===== src/verilog/supervisor_pkg.sv =====
// Constants shared by the supply supervisor logic.
package supervisor_pkg;
	// ****************************************************************
	// Timing
	// ****************************************************************
	localparam int unsigned CLK_PERIOD_PS   = 4000;
	localparam longint unsigned RESET_TIME_MS   = 200;
	localparam longint unsigned WD_TIMEOUT_MS   = 1600;
	localparam longint unsigned RESET_CYCLES    = (RESET_TIME_MS * 1000000000) / CLK_PERIOD_PS;
	localparam longint unsigned WD_CYCLES       = (WD_TIMEOUT_MS * 1000000000) / CLK_PERIOD_PS;
	localparam int unsigned CNT_W           = 32;
	// ****************************************************************
	// Reset values
	// ****************************************************************
	localparam logic        RST_OUT_RESET   = 1'h0;
	localparam logic        WDO_RESET       = 1'h0;
	localparam logic        PFO_RESET       = 1'h0;
	localparam logic [2:0]  SYNC_HIGH_RESET = 3'h7;
	localparam logic [2:0]  SYNC_LOW_RESET  = 3'h0;
endpackage : supervisor_pkg


===== src/verilog/supervisor_reset_watchdog_logic.sv =====
// Supply supervisor: reset stretcher, independent watchdog and power-fail flag.
//
// Notes on behaviour
// Manual reset low starts a reset pulse.
// Unconnected manual reset reads as inactive high.
// Power-fail flag low while sense is low.
// No kick edge for timeout expires watchdog.
// Floating kick input disables the watchdog.
// Timer clears on reset, float, kick edges.
// Reset pulse lasts the nominal reset duration.
// Reset held low while supply is low.
// Reset stays low full duration after release.
// Watchdog expiry never asserts reset by itself.
// Expired output stays low until timer cleared.
// Watchdog output low during supply low.
// Watchdog output rises at once with supply.
// Intervals come from counters on the clock.
`timescale 1ns/1ps
module supervisor_reset_watchdog_logic #(
	parameter longint unsigned RESET_CYCLES = supervisor_pkg::RESET_CYCLES,
	parameter longint unsigned WD_CYCLES    = supervisor_pkg::WD_CYCLES
) (
	input  wire logic i_clk,
	input  wire logic i_rst,
	input  wire logic i_supply_low,
	input  wire logic i_manual_reset_n,
	input  wire logic i_power_fail_sense_in,
	input  wire logic i_watchdog_kick_in,
	input  wire logic i_watchdog_kick_float,
	output logic      o_reset_n,
	output logic      o_watchdog_expired_n,
	output logic      o_power_fail_flag_n
);
	localparam int W = supervisor_pkg::CNT_W;

	// The release check below needs room for eight low cycles, so shorter pulses are refused.
	if (RESET_CYCLES < 9 || RESET_CYCLES >= (64'h1 << W) || WD_CYCLES < 2 || WD_CYCLES >= (64'h1 << W)) begin : g_bad_counts
		$error("supervisor counts out of range");
	end

	// ****************************************************************
	// Input synchronisers
	// ****************************************************************
	// Each pin passes three flops; a change is taken once stages two and three agree.
	logic [2:0] sup_q, mr_q, pfi_q, wdi_q, flt_q;
	logic       sup_s_q, mr_s_q, pfi_s_q, wdi_s_q, flt_s_q;

	always_ff @(posedge i_clk or posedge i_rst) begin
		if (i_rst) begin
			sup_q <= supervisor_pkg::SYNC_HIGH_RESET;
			mr_q  <= supervisor_pkg::SYNC_HIGH_RESET;
			pfi_q <= supervisor_pkg::SYNC_LOW_RESET;
			wdi_q <= supervisor_pkg::SYNC_LOW_RESET;
			flt_q <= supervisor_pkg::SYNC_HIGH_RESET;
		end else begin
			sup_q <= {sup_q[1:0], i_supply_low};
			mr_q  <= {mr_q[1:0], i_manual_reset_n};
			pfi_q <= {pfi_q[1:0], i_power_fail_sense_in};
			wdi_q <= {wdi_q[1:0], i_watchdog_kick_in};
			flt_q <= {flt_q[1:0], i_watchdog_kick_float};
		end
	end

	always_ff @(posedge i_clk or posedge i_rst) begin
		if (i_rst) begin
			sup_s_q <= 1'h1;
			mr_s_q  <= 1'h1;
			pfi_s_q <= 1'h0;
			wdi_s_q <= 1'h0;
			flt_s_q <= 1'h1;
		end else begin
			if (sup_q[1] == sup_q[2]) sup_s_q <= sup_q[2];
			if (mr_q[1] == mr_q[2]) mr_s_q <= mr_q[2];
			if (pfi_q[1] == pfi_q[2]) pfi_s_q <= pfi_q[2];
			if (wdi_q[1] == wdi_q[2]) wdi_s_q <= wdi_q[2];
			if (flt_q[1] == flt_q[2]) flt_s_q <= flt_q[2];
		end
	end

	// ****************************************************************
	// Reset stretcher
	// ****************************************************************
	// Any low cause holds the counter at zero; release waits the full duration.
	logic         rst_cause;
	logic [W-1:0] rst_cnt_q;

	assign rst_cause = sup_s_q | ~mr_s_q;

	always_ff @(posedge i_clk or posedge i_rst) begin
		if (i_rst) begin
			rst_cnt_q <= '0;
		end else if (rst_cause) begin
			rst_cnt_q <= '0;
		end else if (rst_cnt_q < W'(RESET_CYCLES)) begin
			rst_cnt_q <= rst_cnt_q + 1'b1;
		end
	end

	always_ff @(posedge i_clk or posedge i_rst) begin
		if (i_rst) begin
			o_reset_n <= supervisor_pkg::RST_OUT_RESET;
		end else begin
			o_reset_n <= !rst_cause && (rst_cnt_q >= W'(RESET_CYCLES) - 1'b1);
		end
	end

	// ****************************************************************
	// Watchdog
	// ****************************************************************
	logic         wdi_prev_q;
	logic         wd_clear;
	logic [W-1:0] wd_cnt_q;
	logic         wd_fired_q;

	always_ff @(posedge i_clk or posedge i_rst) begin
		if (i_rst) begin
			wdi_prev_q <= 1'h0;
		end else begin
			wdi_prev_q <= wdi_s_q;
		end
	end

	// The stretched reset also clears the timer, so a host gets a fresh window after boot.
	assign wd_clear = !o_reset_n || flt_s_q || (wdi_s_q != wdi_prev_q);

	always_ff @(posedge i_clk or posedge i_rst) begin
		if (i_rst) begin
			wd_cnt_q <= '0;
		end else if (wd_clear) begin
			wd_cnt_q <= '0;
		end else if (wd_cnt_q < W'(WD_CYCLES)) begin
			wd_cnt_q <= wd_cnt_q + 1'b1;
		end
	end

	always_ff @(posedge i_clk or posedge i_rst) begin
		if (i_rst) begin
			wd_fired_q <= 1'h0;
		end else if (wd_clear) begin
			wd_fired_q <= 1'h0;
		end else if (wd_cnt_q == W'(WD_CYCLES) - 1'b1) begin
			wd_fired_q <= 1'h1;
		end
	end

	always_ff @(posedge i_clk or posedge i_rst) begin
		if (i_rst) begin
			o_watchdog_expired_n <= supervisor_pkg::WDO_RESET;
		end else begin
			o_watchdog_expired_n <= !sup_s_q && !(wd_fired_q && !wd_clear);
		end
	end

	// ****************************************************************
	// Power-fail flag
	// ****************************************************************
	always_ff @(posedge i_clk or posedge i_rst) begin
		if (i_rst) begin
			o_power_fail_flag_n <= supervisor_pkg::PFO_RESET;
		end else begin
			o_power_fail_flag_n <= pfi_s_q;
		end
	end
endmodule : supervisor_reset_watchdog_logic


===== config.mk =====
export PLATFORM = sky130hd
export DESIGN_NAME = supervisor_reset_watchdog_logic
export DESIGN_NICKNAME = d
export VERILOG_FILES = /design/src/verilog/supervisor_pkg.sv /design/src/verilog/supervisor_reset_watchdog_logic.sv
export SDC_FILE = /design/constraint.sdc
export NUM_CORES = 1
export LEC_CHECK = 0
export BUFFER_PORTS_ARGS = -buffer_cell sky130_fd_sc_hd__buf_2
export CAP_MARGIN = 20
export CORE_ASPECT_RATIO = 0.8
export CORE_MARGIN = 10
export CORE_UTILIZATION = 55
export DETAILED_ROUTE_END_ITERATION = 10
export PLACE_DENSITY = 0.74
export REMOVE_ABC_BUFFERS = 1
export SLEW_MARGIN = 10
export SYNTH_ARGS = -nofsm -noshare
export SYNTH_HDL_FRONTEND = slang
export SYNTH_SLANG_ARGS = --single-unit

===== constraint.sdc =====
create_clock -name i_clk -period 3.6 [get_ports i_clk]
set_clock_uncertainty 0.05 [all_clocks]
set_input_delay 0.36 -clock i_clk [delete_from_list [all_inputs] [get_ports i_clk]]
set_output_delay 0.36 -clock i_clk [all_outputs]
set_load 0.02 [all_outputs]

==> results by group <==
Setup path
  • CP Class: flop to flop
  • Worst setup SP type: flop
  • Crit-path slowest cell: or4_1
  • CP required: between 3000 and 4000 ps
  • Worst r2r path cells: 5
  • Worst path cell trace: a2111oi_1 -> o31ai_1 -> a21o_1 -> or4_1 -> a21oi_1
  • Critical Path Fanout Max: 27
  • Worst EP arrival: between 2000 and 3000 ps
  • R2R Setup Slk: 1080 ps
  • Worst path max stage delay: roughly 590 ps
  • CP Capture Type: flop

Global route
  • Tot GR Track Use: 15.3%
  • Initial antenna violation count: 0
  • Vias in the first global route: around 3,000
  • Largest net degree at the start of global routing: 34
  • Grt total ovfl: 0
  • First-pass GRT wire length: 14,900 um

Timing
  • Relative slew slack: roughly 38%
  • Setup TNS: 0 ps
  • Fin Hold WS: roughly 37 ps
  • Fin. Hold Viols: 0
  • # setup viols final: 0
  • Fin crit share: 69.9%
  • Worst slew pin tran: just over 900 ps
  • Max-slew violation count: 0
  • RSZ-0062 raised after global routing: false
  • Max Clk Rate: roughly 0.40 GHz
  • Crit path time final: approximately 2500 ps

CTS
  • Total CTS buffers: 9
  • Worst skew pair latency: 360 ps
  • Setup Fix Bufs, Post-CTS: 0
  • Clock Pin Slew Worst Setup and Hold Paths: ~80 ps
  • H-tree levels: 3
  • CTS tree: yes
  • Post_cts resized: 0
  • Clock sink count: around 90
  • CTS root buf: clkbuf_8
  • CTS Hold Bufs: 1
  • CTS Buffer Depth: 2

Synth
  • Synth Area in XOR/XNOR: 1.65%
  • Yosys Warn Count: 0
  • Synth Area in Simple Gates: between 20 and 30%
  • Sequential fraction of the synthesis area: between 50% and 60%
  • Share of the synthesized area in the top cell type: 45.3%
  • Cells after Synth: 421
  • Synth cell types: 54
  • Top FF cell, synth: dfrtp_1
  • Async SR Flop Fraction: 100%
  • Synth Area in Compound Gates: 15.3%
  • EDFF count, synth: 0
  • Cell taking the most area after synthesis: dfrtp_1
  • Post-synthesis mux area share: less than 1%
  • Synth Register Bits: approximately 90
  • Mapped Avg Cell Area: between 10 and 15 um^2
  • Synth top area cells: dfrtp_1, dfstp_2, a21oi_1
  • Synth Cell Area: 4250 um^2
  • Adder and majority gate portion of the synthesized area: 1.77%
  • Largest family of logic cells by synthesized area: simple AND/OR/NAND/NOR gates

Power and ir drop
  • Cell Int Power: 0.00140 W
  • Peak VDD IR: 0.240 mV
  • Comb pwr share: between 3 and 4%
  • Pleak: 1.84 nW
  • Switching Share: 21.9%
  • Seq pwr share: 57.8%
  • Switching power: 0.000393 W
  • Clock power frac: 38.7%
  • PwrDens: a little under 400 nW/um^2

Final layout
  • Filler cell count: 657
  • Most frequent cells in the layout: dfrtp_1, a21oi_1, nand2_1
  • Antenna fix cells: 0
  • Layout cells sized above 1: 12.2%
  • FF/Latch Area: roughly 2200 um^2
  • Commonest non-fill, non-tap cell in the layout: dfrtp_1
  • Area grow syn2layout: 8.10%
  • # nets final: 438
  • Area of the multi-input gates: 1900 um^2

Placed design
  • Final GP Congestion: between 0.9 and 1
  • PortBufs: 9
  • Placed wire-length estimate: around 6000 um

Die
  • Die width: about 120 um
  • Initial cell density of the core: 56.9%
  • Num ports: 10
  • Core area: 7460 um^2
  • Die footprint: around 12,000 um^2
  • Rows: 28
  • Die Y: slightly below 100 um

Worst hold path
  • Hold path cells: 1
  • Hold Path Class: input port to flop

Routing
  • Routed len/inst: 16.2 um
  • DRC errors left: 0
  • Drt pass-1 iters: 6
  • Via count: roughly 3,400
  • Vias per cell: 6.31
  • Post-Route WL: ~8700 um
  • DRT iter0 DRCs: approximately 270
  • ANT nets after route: 0

Job
  • Max-Cap Viols: 0

Outcome
  • Status: completed
final cells by class:
type | instances | share of cell area, %
Timing Repair Buffer | 16 | 2.12
Inverter | 7 | 0.599
Clock buffer | 13 | 3.46
Sequential cell | 89 | 48.8
Clock inverter | 3 | 0.872
Multi-Input combinational cell | 306 | 41.3
Tap cell | 105 | 2.86
power by group through the flow:
stage | clock network (W) | logic (W) | registers [W]
floorplan | 0 | 0.0000385 | 0.00106
global placement | 0 | 0.0000631 | 0.00105
detailed placement | 0 | 0.0000643 | 0.00106
CTS | 0.000721 | 0.0000652 | 0.00104
global route | 0.000770 | 0.0000724 | 0.00104
finish | 0.000695 | 0.0000627 | 0.00104
per-layer routing:
metal	global-route usage, %	share of wire [%]	wire length (um)	up-vias
met5	0	0	0	-
met4	5.50	1.2	103	0
met3	3.88	4.6	403	9
met2	20.7	42	3640	88
met1	22.8	52	4560	1683
li1	-	-	-	1620
stage by stage:
step                      power, W  instances  cell area [um^2]  setup slack [ps]  util, %
after floorplan            0.00109        402              4160               903        -
after global placement     0.00112        521              4380              1230     58.7
after detailed placement   0.00112        521              4380              1130     58.7
after CTS                  0.00182        538              4590              1070     61.5
after global routing       0.00188        539              4590               890     61.6
final                      0.00179        539              4590              1080     61.6
path summary, 6_finish.rpt:
check / from / to
worst max-delay path: wd_cnt_q[28] / wd_cnt_q[14]
worst max register to register: wd_cnt_q[28] / wd_cnt_q[14]
max in group asynchronous: i_rst / flt_q[1]
min in group asynchronous: i_rst / o_power_fail_flag_n
worst min register to register: wdi_q[0] / wdi_q[1]
worst min-delay path: i_supply_low / sup_q[0]
critical path, delay by kind of cell (launching register included):
family / cells / cell delay (ps)
AO/OA/AOI/OAI: 4 / 1400
flip-flops: 1 / 410
AND/OR/NAND/NOR: 1 / 590
logic make-up after synthesis:
logic type                 count (synthesis)
AOI/OAI and AO/OA                        102
xor gates and xnor gates                   8
adders and majority gates                  7
buffers and inverters                     26
DFF                                       89
muxes                                      2
and+or+nand+nor                          187
registers in the layout, summed over array words and instances (netlist names):
signal / count
flt_q: 3
flt_s_q: 1
mr_q: 3
mr_s_q: 1
o_power_fail_flag_n: 1
o_reset_n: 1
o_watchdog_expired_n: 1
pfi_q: 3
pfi_s_q: 1
rst_cnt_q: 32
sup_q: 3
sup_s_q: 1
wd_cnt_q: 32
wd_fired_q: 1
wdi_prev_q: 1
wdi_q: 3
wdi_s_q: 1
Yosys cell counts (2+ instances only):
cell type / count
clkbuf_1: 13
nor3_1: 4
a31oi_1: 5
mux2i_1: 2
o31ai_1: 16
o211ai_1: 4
o21ai_0: 16
a31o_2: 3
a211oi_1: 3
inv_1: 7
and2_1: 6
and4_1: 8
or4_1: 19
xnor2_1: 8
nor4_1: 11
a21oi_1: 39
nand3b_1: 2
nor2_1: 25
ha_1: 2
nand2_1: 39
nand4b_1: 2
and3_1: 9
nand3_1: 16
dfstp_2: 12
a41o_1: 5
maj3_1: 5
nand4_1: 14
or3_1: 15
a2111oi_1: 2
buf_2: 5
dfrtp_1: 77
nand2b_1: 5
Power figures use the tool's default switching activity.
